`config.mk`:
```
export PLATFORM = sky130hd
export DESIGN_NAME = scr_top
export DESIGN_NICKNAME = d
export VERILOG_FILES = /design/src/scr_pkg.sv /design/src/scr_top.sv
export SDC_FILE = /design/constraint.sdc
export NUM_CORES = 1
export LEC_CHECK = 0
export BUFFER_PORTS_ARGS = -buffer_cell sky130_fd_sc_hd__buf_2
export CAP_MARGIN = 20
export CELL_PAD_IN_SITES_DETAIL_PLACEMENT = 1
export CELL_PAD_IN_SITES_GLOBAL_PLACEMENT = 2
export CORE_MARGIN = 4
export CORE_UTILIZATION = 27
export DETAILED_ROUTE_END_ITERATION = 10
export GPL_TIMING_DRIVEN = 0
export PLACE_DENSITY_LB_ADDON = 0.1
export SLEW_MARGIN = 20
export SYNTH_ARGS = -nofsm -noshare
export SYNTH_HDL_FRONTEND = slang
export SYNTH_SLANG_ARGS = --single-unit
```
`constraint.sdc`:
```
create_clock -name pclk -period 1.35 [get_ports pclk]
set_input_delay 0.135 -clock pclk [delete_from_list [all_inputs] [get_ports pclk]]
set_output_delay 0.135 -clock pclk [all_outputs]
set_load 0.05 [all_outputs]
```
`src/scr_pkg.sv`:
```
// Package for the system control register block: offsets, fields, resets.
// Assumes a 32-bit APB master and word-aligned register offsets.
package scr_pkg;

  localparam logic [7:0] SCR_OFF_CTRL_A    = 8'h00;
  localparam logic [7:0] SCR_OFF_CTRL_B    = 8'h04;
  localparam logic [7:0] SCR_OFF_WAKE_A    = 8'h08;
  localparam logic [7:0] SCR_OFF_WAKE_C    = 8'h0c;
  localparam logic [7:0] SCR_OFF_PULLHIGH  = 8'h10;
  localparam logic [7:0] SCR_OFF_IRQ_STAT  = 8'h14;
  localparam logic [7:0] SCR_OFF_IRQ_MASK  = 8'h18;
  localparam logic [7:0] SCR_OFF_STATE     = 8'h1c;

  localparam logic [7:0] SCR_RST_CTRL_A    = 8'h8a;
  localparam logic [7:0] SCR_RST_CTRL_B    = 8'h01;
  localparam logic [7:0] SCR_RST_ZERO      = 8'h00;

  // First register fields
  localparam int SCR_EDGE_POS   = 6;
  localparam int SCR_PERIOD_POS = 4;
  localparam int SCR_KEY_POS    = 0;
  localparam logic [3:0] SCR_KEY_DISABLE   = 4'ha;
  // Second register fields
  localparam int SCR_GROUP_POS  = 6;
  localparam int SCR_KEEP_POS   = 0;
  localparam logic [7:0] SCR_CTRL_B_MASK   = 8'hc1;

  localparam logic [1:0] SCR_EDGE_OFF      = 2'h0;
  localparam logic [1:0] SCR_EDGE_RISE     = 2'h1;
  localparam logic [1:0] SCR_EDGE_FALL     = 2'h2;
  localparam logic [1:0] SCR_EDGE_BOTH     = 2'h3;

  localparam logic [1:0] SCR_GRP_A         = 2'h0;
  localparam logic [1:0] SCR_GRP_C         = 2'h1;
  localparam logic [1:0] SCR_GRP_B         = 2'h2;
  localparam logic [1:0] SCR_GRP_E         = 2'h3;

  // Shortest period is 2^10 ticks
  localparam int SCR_TICK_BASE_LOG = 10;
  localparam int SCR_TICK_WIDTH    = 13;

  localparam int SCR_IRQ_EDGE  = 0;
  localparam int SCR_IRQ_TICK  = 1;
  localparam int SCR_IRQ_WAKE  = 2;
  localparam int SCR_IRQ_COUNT = 3;

  typedef enum logic {
    SCR_RUN,
    SCR_HALT
  } scr_mode_type;

endpackage

```
`src/scr_top.sv`:
```
// System control registers: edge select, tick period, watchdog key,
// pin group routing, halt handling, wake-up and pull-high enables.
// Assumes port pins and oscillator pins are asynchronous to pclk; core
// signals (halt request, direction, modulator select) share pclk.
`timescale 1ns/1ps

// What this block does
// [RQ1] The edge field picks none, rising, falling or both edges of the pin.
// [RQ2] The period field picks 2^10 to 2^13 tick-source periods.
// [RQ3] The watchdog is off only when the key holds 1010.
// [RQ4] Software is advised to write 0101 to the key to enable the watchdog.
// [RQ5] With the always-on option the key has no effect.
// [RQ6] The group field routes the four shared pins to port A, C, B or E.
// [RQ7] On halt the slow crystal stops unless the keep bit is one.
// [RQ8] Bits 5 to 1 of the second register read as zero.
// [RQ9] While halted a falling edge on an enabled A or C pin wakes the core; the code only wakes on pins 0 to 3 of A and C.
// [RQ10] Pull-high connects only to enabled pins set as inputs.
// [RQ11] Oscillator clocks feed the watchdog and the time base.
// [RQ12] The tick source is the system clock while a modulator is selected.
// [RQ13] The interrupt pin is synchronised and edges give one-cycle pulses.
// [RQ14] The time base pulses once each completed selected period.
module scr_top
  import scr_pkg::*;
(
  input  wire logic        pclk,
  input  wire logic        presetn,
  input  wire logic        psel,
  input  wire logic        penable,
  input  wire logic        pwrite,
  input  wire logic [7:0]  paddr,
  input  wire logic [31:0] pwdata,
  output logic [31:0]      prdata,
  output logic             pready,
  output logic             pslverr,
  output logic             irq,
  input  wire logic [7:0]  porta_pins,
  input  wire logic [7:0]  portb_pins,
  input  wire logic [7:0]  portc_pins,
  input  wire logic [7:0]  porte_pins,
  input  wire logic [7:0]  porta_dir_input,
  input  wire logic        freq_divider_src,
  output logic [7:0]       porta_fn_out,
  output logic [7:0]       porta_fn_oe,
  output logic [7:0]       portb_fn_out,
  output logic [7:0]       portb_fn_oe,
  output logic [7:0]       portc_fn_out,
  output logic [7:0]       portc_fn_oe,
  output logic [7:0]       porte_fn_out,
  output logic [7:0]       porte_fn_oe,
  output logic             timer0_ext_clock_in,
  output logic             timer1_ext_clock_in,
  output logic             ext_irq_pulse,
  input  wire logic        wdt_always_on,
  output logic             wdt_enable,
  input  wire logic        low_osc_clk,
  output logic             watchdog_tick,
  input  wire logic        tick_source_clock,
  input  wire logic        pwm_out_selected,
  output logic             tick_event,
  input  wire logic        halt_req,
  output logic             halted,
  output logic             wake_pulse,
  output logic             slow_crystal_osc_run,
  output logic [7:0]       porta_pullhigh_on
);

  typedef struct packed {
    logic [7:0]               ctrl_a;
    logic [7:0]               ctrl_b;
    logic [7:0]               wake_a;
    logic [7:0]               wake_c;
    logic [7:0]               pullhigh;
    logic [SCR_IRQ_COUNT-1:0] irq_stat;
    logic [SCR_IRQ_COUNT-1:0] irq_mask;
    logic [7:0]               pa_s1;
    logic [7:0]               pa_s2;
    logic [7:0]               pb_s1;
    logic [7:0]               pb_s2;
    logic [7:0]               pc_s1;
    logic [7:0]               pc_s2;
    logic [7:0]               pe_s1;
    logic [7:0]               pe_s2;
    logic [7:0]               wake_prev;
    logic                     int_prev;
    logic [1:0]               osc_s;
    logic                     osc_prev;
    logic [1:0]               tsrc_s;
    logic                     tsrc_prev;
    logic [SCR_TICK_WIDTH-1:0] tick_cnt;
    logic                     tick_evt;
    logic                     edge_evt;
    logic                     wdt_tick;
    logic                     wake_evt;
    scr_mode_type             mode;
    logic [31:0]              rdata;
  } scr_state_type;

  scr_state_type state;
  scr_state_type next_state;

  // One-hot lane for a pin index
  function automatic logic [7:0] scr_lane(input logic [2:0] idx);
    scr_lane = 8'h01 << idx;
  endfunction

  // Pick a pin from the synchronised port selected by the group field
  function automatic logic scr_pick(input logic [1:0] grp,
                                    input logic [7:0] pa,
                                    input logic [7:0] pb,
                                    input logic [7:0] pc,
                                    input logic [7:0] pe,
                                    input logic [2:0] ia,
                                    input logic [2:0] ic,
                                    input logic [2:0] ib,
                                    input logic [2:0] ie);
    case (grp)
      SCR_GRP_A: scr_pick = pa[ia];
      SCR_GRP_C: scr_pick = pc[ic];
      SCR_GRP_B: scr_pick = pb[ib];
      default:   scr_pick = pe[ie];
    endcase
  endfunction

  logic [1:0]  edge_sel;
  logic [1:0]  period_sel;
  logic [3:0]  wdt_key;
  logic [1:0]  pin_group;
  logic        keep_bit;
  logic        int_pin;
  logic        int_rise;
  logic        int_fall;
  logic        tick_step;
  logic        tick_wrap;
  logic [SCR_TICK_WIDTH-1:0] tick_top;
  logic        wr_en;
  logic        rd_en;
  logic        mapped;
  logic [7:0]  wake_fall;
  logic [SCR_IRQ_COUNT-1:0] irq_set;
  logic [SCR_IRQ_COUNT-1:0] irq_clr;

  assign edge_sel   = state.ctrl_a[SCR_EDGE_POS +: 2];
  assign period_sel = state.ctrl_a[SCR_PERIOD_POS +: 2];
  assign wdt_key    = state.ctrl_a[SCR_KEY_POS +: 4];
  assign pin_group  = state.ctrl_b[SCR_GROUP_POS +: 2];
  assign keep_bit   = state.ctrl_b[SCR_KEEP_POS];

  assign wr_en = psel & penable & pwrite;
  assign rd_en = psel & ~pwrite;
  always_comb begin
    case (paddr)
      SCR_OFF_CTRL_A, SCR_OFF_CTRL_B, SCR_OFF_WAKE_A, SCR_OFF_WAKE_C,
      SCR_OFF_PULLHIGH, SCR_OFF_IRQ_STAT, SCR_OFF_IRQ_MASK,
      SCR_OFF_STATE: mapped = 1'b1;
      default:       mapped = 1'b0;
    endcase
  end

  // Interrupt pin: PA3, PC3, PB2 or PE2 by group
  assign int_pin = scr_pick(pin_group, state.pa_s2, state.pb_s2,
                            state.pc_s2, state.pe_s2,
                            3'h3, 3'h3, 3'h2, 3'h2);               // [RQ6]
  assign int_rise = int_pin & ~state.int_prev;                    // [RQ13]
  assign int_fall = ~int_pin & state.int_prev;                    // [RQ13]

  // Source edge only counts once synchronised; system clock otherwise
  assign tick_step = pwm_out_selected |
                     (state.tsrc_s[1] & ~state.tsrc_prev);         // [RQ12]
  assign tick_top  = SCR_TICK_WIDTH'((1 << (SCR_TICK_BASE_LOG +
                                       int'(period_sel))) - 1);    // [RQ2]
  assign tick_wrap = tick_step &&
                     ((state.tick_cnt & tick_top) == tick_top);    // [RQ14]

  assign wake_fall = state.wake_prev & ~{state.pc_s2[3:0], state.pa_s2[3:0]};

  always_comb begin
    next_state = state;
    irq_set    = '0;
    irq_clr    = '0;

    next_state.pa_s1 = porta_pins;
    next_state.pa_s2 = state.pa_s1;
    next_state.pb_s1 = portb_pins;
    next_state.pb_s2 = state.pb_s1;
    next_state.pc_s1 = portc_pins;
    next_state.pc_s2 = state.pc_s1;
    next_state.pe_s1 = porte_pins;
    next_state.pe_s2 = state.pe_s1;
    next_state.int_prev  = int_pin;
    next_state.osc_s     = {state.osc_s[0], low_osc_clk};
    next_state.osc_prev  = state.osc_s[1];
    next_state.tsrc_s    = {state.tsrc_s[0], tick_source_clock};
    next_state.tsrc_prev = state.tsrc_s[1];
    next_state.wake_prev = {state.pc_s2[3:0], state.pa_s2[3:0]};

    // Edge decode
    case (edge_sel)
      SCR_EDGE_RISE: next_state.edge_evt = int_rise;              // [RQ1]
      SCR_EDGE_FALL: next_state.edge_evt = int_fall;              // [RQ1]
      SCR_EDGE_BOTH: next_state.edge_evt = int_rise | int_fall;   // [RQ1]
      default:       next_state.edge_evt = 1'b0;                  // [RQ1]
    endcase

    // Time base
    next_state.tick_evt = tick_wrap;                              // [RQ14]
    if (tick_step) begin
      next_state.tick_cnt = state.tick_cnt + 1'b1;                // [RQ14]
    end

    // Watchdog clock from the low-speed oscillator
    next_state.wdt_tick = state.osc_s[1] & ~state.osc_prev;       // [RQ11]

    // Halt and wake; only the low four pins of A and C are wake sources
    next_state.wake_evt = 1'b0;
    case (state.mode)
      SCR_RUN: begin
        if (halt_req) begin
          next_state.mode = SCR_HALT;
        end
      end
      SCR_HALT: begin
        if (|(wake_fall & {state.wake_c[3:0], state.wake_a[3:0]})) begin
          next_state.mode     = SCR_RUN;                          // [RQ9]
          next_state.wake_evt = 1'b1;                             // [RQ9]
        end
      end
      default: next_state.mode = SCR_RUN;
    endcase

    // Register writes
    if (wr_en) begin
      case (paddr)
        SCR_OFF_CTRL_A:   next_state.ctrl_a   = pwdata[7:0];
        SCR_OFF_CTRL_B:   next_state.ctrl_b   = pwdata[7:0] &
                                                SCR_CTRL_B_MASK;  // [RQ8]
        SCR_OFF_WAKE_A:   next_state.wake_a   = pwdata[7:0];
        SCR_OFF_WAKE_C:   next_state.wake_c   = pwdata[7:0];
        SCR_OFF_PULLHIGH: next_state.pullhigh = pwdata[7:0];
        SCR_OFF_IRQ_STAT: irq_clr = pwdata[SCR_IRQ_COUNT-1:0];
        SCR_OFF_IRQ_MASK: next_state.irq_mask =
                            pwdata[SCR_IRQ_COUNT-1:0];
        default: ;
      endcase
    end

    // Set wins over a same-cycle clear
    irq_set[SCR_IRQ_EDGE] = state.edge_evt;
    irq_set[SCR_IRQ_TICK] = state.tick_evt;
    irq_set[SCR_IRQ_WAKE] = state.wake_evt;
    next_state.irq_stat = (state.irq_stat & ~irq_clr) | irq_set;

    // Read data registered during setup so it is ready at access
    next_state.rdata = '0;
    if (rd_en) begin
      case (paddr)
        SCR_OFF_CTRL_A:   next_state.rdata[7:0] = state.ctrl_a;
        SCR_OFF_CTRL_B:   next_state.rdata[7:0] = state.ctrl_b &
                                                  SCR_CTRL_B_MASK; // [RQ8]
        SCR_OFF_WAKE_A:   next_state.rdata[7:0] = state.wake_a;
        SCR_OFF_WAKE_C:   next_state.rdata[7:0] = state.wake_c;
        SCR_OFF_PULLHIGH: next_state.rdata[7:0] = state.pullhigh;
        SCR_OFF_IRQ_STAT: next_state.rdata[SCR_IRQ_COUNT-1:0] =
                            state.irq_stat;
        SCR_OFF_IRQ_MASK: next_state.rdata[SCR_IRQ_COUNT-1:0] =
                            state.irq_mask;
        SCR_OFF_STATE:    next_state.rdata[3:0] =
                            {slow_crystal_osc_run, pin_group != 2'h0,
                             state.mode == SCR_HALT, wdt_enable};
        default: ;
      endcase
    end
  end

  always_ff @(posedge pclk or negedge presetn) begin
    if (!presetn) begin
      state          <= '0;
      state.ctrl_a   <= SCR_RST_CTRL_A;
      state.ctrl_b   <= SCR_RST_CTRL_B;
      state.wake_a   <= SCR_RST_ZERO;
      state.wake_c   <= SCR_RST_ZERO;
      state.pullhigh <= SCR_RST_ZERO;
      state.mode     <= SCR_RUN;
    end else begin
      state <= next_state;
    end
  end

  // Bus answers; reads take the access cycle, so data was latched at setup
  assign pready  = 1'b1;
  assign pslverr = psel & penable & ~mapped;
  assign prdata  = state.rdata;
  assign irq     = |(state.irq_stat & state.irq_mask);

  // Keeps the watchdog running whenever the option forces it
  assign wdt_enable = wdt_always_on |
                      (wdt_key != SCR_KEY_DISABLE);               // [RQ3] [RQ5]

  assign halted               = state.mode == SCR_HALT;
  assign slow_crystal_osc_run = ~halted | keep_bit;               // [RQ7]
  assign wake_pulse           = state.wake_evt;
  assign ext_irq_pulse        = state.edge_evt;                   // [RQ13]
  assign tick_event           = state.tick_evt;                   // [RQ14]
  assign watchdog_tick        = state.wdt_tick;                   // [RQ11]
  assign porta_pullhigh_on    = state.pullhigh & porta_dir_input; // [RQ10]

  // Timer clocks: PA2/PC4/PB1/PE1 and PA4/PC2/PB3/PE3
  assign timer0_ext_clock_in = scr_pick(pin_group, state.pa_s2,
                                        state.pb_s2, state.pc_s2,
                                        state.pe_s2,
                                        3'h2, 3'h4, 3'h1, 3'h1);  // [RQ6]
  assign timer1_ext_clock_in = scr_pick(pin_group, state.pa_s2,
                                        state.pb_s2, state.pc_s2,
                                        state.pe_s2,
                                        3'h4, 3'h2, 3'h3, 3'h3);  // [RQ6]

  // Frequency output lane: PA1, PC5, PB0 or PE0
  assign porta_fn_oe  = (pin_group == SCR_GRP_A) ? scr_lane(3'h1) : 8'h00;
  assign portc_fn_oe  = (pin_group == SCR_GRP_C) ? scr_lane(3'h5) : 8'h00;
  assign portb_fn_oe  = (pin_group == SCR_GRP_B) ? scr_lane(3'h0) : 8'h00;
  assign porte_fn_oe  = (pin_group == SCR_GRP_E) ? scr_lane(3'h0) : 8'h00;
  assign porta_fn_out = porta_fn_oe & {8{freq_divider_src}};      // [RQ6]
  assign portb_fn_out = portb_fn_oe & {8{freq_divider_src}};      // [RQ6]
  assign portc_fn_out = portc_fn_oe & {8{freq_divider_src}};      // [RQ6]
  assign porte_fn_out = porte_fn_oe & {8{freq_divider_src}};      // [RQ6]

endmodule
```
==> results of run 1 <==
## placed cells by master (no fill, tap or decap), drive strengths merged, types with 2 or more instances in the layout
master | synthesis | routed
a21o | 3 | 3
a21oi | 9 | 9
a221oi | 2 | 2
a31oi | 4 | 4
and2 | 14 | 14
and3 | 9 | 9
and4 | 3 | 3
buf | 97 | 205
bufinv | 0 | 2
clkbuf | 1 | 23
clkinv | 0 | 6
clkinvlp | 0 | 3
conb | 2 | 81
dfrtp | 110 | 110
dfstp | 4 | 4
dlygate4sd3 | 0 | 23
ha | 2 | 2
inv | 9 | 12
mux2 | 40 | 40
mux2i | 6 | 6
mux4 | 5 | 5
nand2 | 15 | 15
nand2b | 3 | 3
nand3 | 11 | 11
nand3b | 4 | 4
nand4 | 3 | 3
nor2 | 16 | 16
nor2b | 9 | 9
nor3 | 2 | 2
o21ai | 6 | 6
o22a | 2 | 2
o22ai | 2 | 2
or3 | 3 | 3
xnor2 | 8 | 8
xor2 | 4 | 4
## cell families (layout without fill, tap and decap cells)
family,Yosys count,count (layout)
DFF,114,114
adders and majority gates,2,2
xor gates and xnor gates,12,12
buffers and inverters,107,274
other,2,81
AOI/OAI and AO/OA,42,42
muxes,51,51
and+or+nand+nor,97,97
## power breakdown
part	leakage, nW	internal, W	switching [W]
Clock	0.285	0.00279	0.00168
Sequential	1.44	0.00366	0.000222
Combinational	2.16	0.000715	0.00109
Total	3.89	0.00716	0.00299
## worst register-to-register path: stages, from the launching register on
cell      delay, ns
dfrtp_1        0.37
buf_4          0.15
mux4_2         0.52
ha_1           0.28
nand2b_1       0.14
a31oi_1        0.14
## stage by stage
stage | util (%) | power, W
2_1_floorplan | - | 0.00503
3_3_place_gp | 33.8 | 0.00535
3_5_place_dp | 34.0 | 0.00540
4_1_cts | 39.8 | 0.0101
5_1_grt | 40.8 | 0.0106
6_report | 40.8 | 0.0101
## layer usage
layer	part of all wire [%]	vias to the layer above	global-route usage [%]
li1	-	1773	-
met1	44	1814	16.8
met2	47	133	19.9
met3	6.7	16	4.60
met4	1.6	0	4.10
met5	0	-	0
## synth_stat cells (3+ instances only)
cell type  number  area share (%)
buf_4          90              13
dfrtp_1       110              53
mux2_1          8             1.7
xor2_1          4            0.67
nand4_1         3            0.36
nand2_1        14             1.0
mux2i_1         6             1.2
or3_1           3            0.36
and3_1          9             1.1
nand3b_1        4            0.58
a21oi_1         9            0.86
nor2b_1         9             1.1
nand2b_1        3            0.36
o21ai_0         6            0.58
and2_1         14             1.7
nor2_1         14             1.0
nand3_1        11             1.1
dfstp_2         4             2.0
a21o_1          3            0.43
mux2_2         32             6.9
xnor2_1         8             1.3
inv_1           9            0.65
mux4_2          5             2.2
buf_2           5            0.48
a31oi_1         4            0.48
## area by class of cell
cell class | instances | area (um2) | area share, %
flip-flops and latches | 114 | 2860 | 37.2
clock buffers | 18 | 439 | 5.71
plain buffers | 98 | 746 | 9.70
well taps | 260 | 325 | 4.23
clock inverters | 14 | 156 | 2.03
multi-input cells | 285 | 2110 | 27.5
repair buffers | 135 | 1010 | 13.2
inverters | 9 | 33.8 | 0.439
## flip-flops by register name, indices dropped and copies added (netlist names), 2 cells and up
| name | count |
|---|---|
| state | 66 |
| next_state | 28 |
| prdata | 8 |
| edge_sel | 2 |
| period_sel | 2 |
| pin_group | 2 |
## how the worst max path moves through the flow
stage,to,cells past startpoint,slack (ns)
after CTS,timer0_ext_clock_in,3,-0.40
after global placement,halted,1,-1.51
after floorplan,portb_fn_out[0],3,-0.14
after global routing,timer0_ext_clock_in,3,-0.44
final,timer0_ext_clock_in,3,-0.37
after detailed placement,state[150],6,-0.41
## what timing repair did
action | CTS | global route
endpoints found under the setup margin | 25 | 42
setup buffers | 15 | 12
hold buffers | 23 | 0
hold endpoints to repair | 64 | 0
resized for setup | 48 | 25
pin swaps | 4 | 4
==> summary.md, run 1 <==
| Metric | Value |
|---|---|
| Synth warnings | `0` |
| Synth Area in Simple Gates | `10.6%` |
| Min-Delay Endpoint | `state[147]` |
| Slew Viols, Final | `0` |
| Min Tclk post-route | `between 1.5 and 2 ns` |
| Max Root-Sink Buffers | `2` |
| Clock slew at reported path FFs | `~0.060 ns` |
| RSZ-0062 raised after global routing | `yes` |
| CP top delay family | `multiplexers` |
| FF-to-FF setup slack | `-0.32 ns` |
| Register area share after synthesis | `roughly 55%` |
| Initial Util | `between 20 and 30%` |
| Hold Violations, Final | `0` |
| Area after DPL | `around 6400 um2` |
| Post-Synthesis Cells | `about 430` |
| Layout cells sized above 1 | `48.1%` |
| Post-synth EDFFs | `0` |
| Top fanout value on the critical path | `4` |
| IO Pins | `~210` |
| Largest family of logic cells by synthesized area | `buffers and inverters` |
| Final instance count without filler cells | `approximately 930` |
| XOR/XNOR Fraction of Synth Area | `roughly 2%` |
| Vias per inst | `approximately 4` |
| Area grow syn2layout | `47.3%` |
| CP endpoint kind | `output port` |
| Max Clock Freq | `around 580 MHz` |
| Antenna Cells | `0` |
| Fraction of synthesized area in multiplexers | `11.9%` |
| Failing checks | `setup timing` |
| Initial antenna violation count | `0` |
| Die Ht | `147 um` |
| Crit path launch | `pin_group[0]` |
| Maximum VDD drop | `829 uV` |
| DRC | `0` |
| Via count | `3,736` |
| Overall die width | `~150 um` |
| WL/cell | `around 15 um` |
| Worst path slowest cell | `mux4_2` |
| Crit path arrival time | `~1.6 ns` |
| FF-to-FF End | `ext_irq_pulse` |
| Crit path buffers/inverters | `2` |
| Vias in the first global route | `approximately 3.9k` |
| Number of distinct library cells after synthesis | `between 50 and 60` |
| Critical path data required time | `1.22 ns` |
| Nets | `753` |
| Final setup viols | `15` |
| Die Area | `roughly 22,000 um2` |
| H-tree levels | `4` |
| Ys async rst share | `100%` |
| Placement Rows | `50` |
| Min Hold Slack | `roughly 0.022 ns` |
| GRT Util Overall | `roughly 13%` |
| PwrDens | `between 1000 and 1500 nW/um2` |
| Hold path depth | `2` |
| Slew @ Worst Pin | `around 0.53 ns` |
| Post-synthesis compound-gate area fraction | `around 5.6%` |
| Worst Reg2Reg Path Length in Cells | `5` |
| Syn Area/Cell | `12.2 um2` |
| Critical R2R Launch | `pin_group[0]` |
| Final TNS setup | `-3.06 ns` |
| Post-route clock period utilization | `127%` |
| TritonCTS sink count | `roughly 110` |
| Hold WC Path Type | `primary input to flop` |
| Final Skew | `~0.008 ns` |
| Slew HR | `64.6%` |
| Status | `finished, violations left` |
| Design Area, Final | `~7700 um2` |
| Pre-antenna DRT Iters | `4` |
| CP max stage delay | `a little over 0.5 ns` |
| Placed Instances | `approximately 850` |
| Worst-Skew Late Latency | `0.41 ns` |
| Total Wirelength | `roughly 14 mm` |
| IO buf count | `84` |
| RD Place Congestion | `approximately 0.82` |
| Pleak | `3.89 nW` |
| Total of max-cap violations | `0` |
| Crit path cell chain | `buf_6 -> mux4_2 -> buf_6` |
| Crit path launch type | `flop` |
| Adder-Cell Fraction of Synth Area | `less than 1%` |
| First-pass GRT wire length | `21.6 mm` |
| Main synth FF type | `dfrtp_1` |
| Iter 0 DRT Violations | `around 140` |
| CTS tree | `yes` |
| Fillers | `roughly 2.1k` |
| GRT overflow | `0` |
| Cts bufs inserted | `17` |
| Cell mode on critical path | `buf_6` |
| Synthesized area | `5220 um2` |
| Post-DRT Antenna Nets | `0` |
| Final setup margin | `-0.371 ns` |
| HPWL after DPL | `9.86 mm` |
| Yosys reg bits | `~110` |
| Critical Setup Path Class | `flop to output port` |
| Pre-CTS setup slack | `-0.412 ns` |
| Core area | `~19,000 um2` |
| Root buf cell | `clkbuf_16` |
| Largest net degree at the start of global routing | `74` |
| Hold Startpoint | `pwdata[4]` |
(Power assumes the default switching activity.)
==> run 2: changes to the inputs <==
CORE_ASPECT_RATIO = 1.75   (was unset)
==> run 2 against run 1 <==
Effect of this change:
- the flow still finishes with violations (setup timing)
- clock-buffer cell count rose by 3
- clock skew decreased by 0.0027 ns
- core utilization decreased by 1.2 points
- combinational power barely moved
- critical path depth did not move
- via count grew 0.78%
- first-iteration DRC count fell by 37%
- clock power shrank 8.5%
- final cell count decreased by 2.8%
- register-to-register slack better by 0.03 ns
- sequential share of layout area increased by 0.52 points
==> summary.md, run 2 (synthesized netlist as in run 1, its figures left out) <==
| Metric | Value |
|---|---|
| Cts bufs inserted | `17 (unchanged)` |
| Hold WC Path Type | `primary input to flop` |
| Pre-antenna DRT Iters | `4 (unchanged)` |
| GRT Util Overall | `13.2% (+0.39 points)` |
| Area grow syn2layout | `45.3%` |
| Power Internal | `0.00692 W (-3.4%)` |
| Hold path depth | `2 (unchanged)` |
| Min-Delay Endpoint | `state[139]` |
| Post-route clock period utilization | `126% (-1.0 points)` |
| Max Clock Freq | `586 MHz (+0.82%)` |
| Worst Reg2Reg Path Length in Cells | `5 (unchanged)` |
| Cell mode on critical path | `buf_6` |
| FF-to-FF setup slack | `-0.29 ns (+0.03 ns)` |
| Antenna Cells | `0 (unchanged)` |
| Seq pwr share | `39.7% (+1.5 points)` |
| Final setup viols | `15 (unchanged)` |
| Top fanout value on the critical path | `4 (unchanged)` |
| Logic pwr share | `18.6% (+0.8 points)` |
| RD Place Congestion | `0.824 (+1.0%)` |
| CP max stage delay | `0.50 ns (about the same)` |
| DRC | `0 (unchanged)` |
| HPWL after DPL | `10.3 mm (+5.0%)` |
| Pleak | `3.84 nW (-1.1%)` |
| Sw Pwr | `0.00286 W (-4.4%)` |
| FF-to-FF End | `ext_irq_pulse` |
| IO Pins | `207 (unchanged)` |
| Core area | `19,100 um2 (+1.5%)` |
| Nets | `746 (-0.93%)` |
| IO buf count | `84 (unchanged)` |
| Total Wirelength | `14.0 mm (+1.0%)` |
| Layout cells sized above 1 | `48.2% (+0.056 points)` |
| H-tree levels | `4 (unchanged)` |
| Top reg by flops | `state` |
| Hold Violations, Final | `0 (unchanged)` |
| Max Root-Sink Buffers | `2 (unchanged)` |
| TritonCTS sink count | `114 (unchanged)` |
| Failing checks | `setup timing` |
| Vias per inst | `4.15 (+3.7%)` |
| Final setup margin | `-0.357 ns (+0.0140 ns)` |
| Min Tclk post-route | `1.71 ns (-0.0140 ns)` |
| Max FFs per register | `66 (unchanged)` |
| Status | `finished, violations left` |
| Multi-input logic area | `2150 um2 (+1.5%)` |
| Initial antenna violation count | `0 (unchanged)` |
| Register area | `2860 um2 (unchanged)` |
| Crit path launch type | `flop` |
| Die Area | `21,700 um2 (+0.41%)` |
| Initial Util | `27.3% (-0.41 points)` |
| Hold Startpoint | `pwdata[4]` |
| GRT overflow | `0 (unchanged)` |
| Placement Rows | `67 (+34%)` |
| Total of max-cap violations | `0 (unchanged)` |
| Slew @ Worst Pin | `0.522 ns (-0.00595 ns)` |
| Critical R2R Launch | `pin_group[0]` |
| Root buf cell | `clkbuf_16` |
| Final Skew | `0.00545 ns (-0.00274 ns)` |
| CP endpoint kind | `output port` |
| Clock power share | `41.7% (-2.3 points)` |
| Largest net degree at the start of global routing | `61 (-18%)` |
| Worst-Skew Late Latency | `0.40 ns (about the same)` |
| First-pass GRT wire length | `22.1 mm (+2.0%)` |
| Critical Setup Path Class | `flop to output port` |
| PwrDens | `1290 nW/um2 (-2.3%)` |
| Crit path arrival time | `1.57 ns (-0.02 ns)` |
| Maximum VDD drop | `765 uV (-7.7%)` |
| Total power | `0.00978 W (-3.7%)` |
| Post-DRT Antenna Nets | `0 (unchanged)` |
| Worst path slowest cell | `mux4_2` |
| Crit path cell chain | `buf_6 -> mux4_2 -> buf_6` |
| Die Ht | `192 um (+31%)` |
| Slew HR | `65.2% (+0.58 points)` |
| Iter 0 DRT Violations | `86 (-37%)` |
| Min Hold Slack | `0.0337 ns (+0.0115 ns)` |
| Fillers | `2,132 (+2.3%)` |
| Vias in the first global route | `4,183 (+7.7%)` |
| Overall die width | `113 um (-23%)` |
| Slew Viols, Final | `0 (unchanged)` |
| Clock slew at reported path FFs | `0.05 ns (about the same)` |
| Most frequent cells in the layout | `buf_4 (108), dfrtp_1 (108), conb_1 (81), buf_2 (70), mux2_2 (23)` |
| WL/cell | `15.4 um (+3.9%)` |
| CTS tree | `yes` |
| Critical path data required time | `1.22 ns (about the same)` |
| RSZ-0062 raised after global routing | `yes` |
| Via count | `3,765 (+0.78%)` |
| Sw frac | `29.2% (-0.21 points)` |
[run 2: what timing repair did]
item	in CTS	in global routing
buffers inserted	12	10
hold buffers	21	0
resized for setup	45	33
setup endpoints to repair	33	33
hold endpoints to repair	73	0
pin swaps	3	9
[run 2: cell type report]
type	instances	share of cell area, %
Sequential cell	114	37.7
Multi-Input combinational cell	285	28.3
Timing Repair Buffer	128	12.6
Buffer	98	9.83
Clock buffer	21	5.94
Tap cell	241	3.98
Clock inverter	11	1.17
Inverter	9	0.445
[run 2: worst max-delay path by stage]
stage	start	endpoint	slack, ns	depth (start not counted)
2_1_floorplan	pin_group[1]	portb_fn_out[0]	-0.14	3
3_3_place_gp	presetn	halted	-1.48	1
3_5_place_dp	paddr[6]	state[149]	-0.43	6
4_1_cts	pin_group[0]	timer1_ext_clock_in	-0.38	3
5_1_grt	pin_group[0]	timer0_ext_clock_in	-0.43	3
6_report	pin_group[0]	timer1_ext_clock_in	-0.36	3
[run 2: power groups by stage]
stage          combinational (W)  sequential [W]  clock, W
3_3_place_gp             0.00145         0.00390         0
5_1_grt                  0.00196         0.00390   0.00438
2_1_floorplan            0.00112         0.00391         0
3_5_place_dp             0.00149         0.00392         0
4_1_cts                  0.00166         0.00387   0.00421
6_report                 0.00182         0.00388   0.00408
[run 2: per-stage QoR]
step / std cells / utilization, % / setup slack (ns) / setup TNS [ns] / area [um2]
detailed placement: 832 / 33.3 / -0.433 / -17.40 / 6370
global route: 907 / 39.7 / -0.433 / -4.22 / 7580
floorplan: 506 / - / -0.142 / -0.788 / 5620
finish: 907 / 39.7 / -0.357 / -2.99 / 7580
global placement: 831 / 33.2 / -1.48 / -159.64 / 6340
CTS: 897 / 38.6 / -0.375 / -3.03 / 7370
[run 2: per-layer routing]
layer / track usage, % / vias to the layer above / share of wire [%]
met1: 13.8 / 1832 / 36
met2: 23.9 / 154 / 54
met4: 6.57 / 0 / 3.3
li1: - / 1755 / -
met3: 3.81 / 24 / 6.3
met5: 0 / - / 0
[run 2: worst max-delay path, delay by kind of cell (launching register included)]
family	cells	cell delay (ns)
flip-flops	1	0.37
multiplexers	1	0.50
buffers and inverters	2	0.30
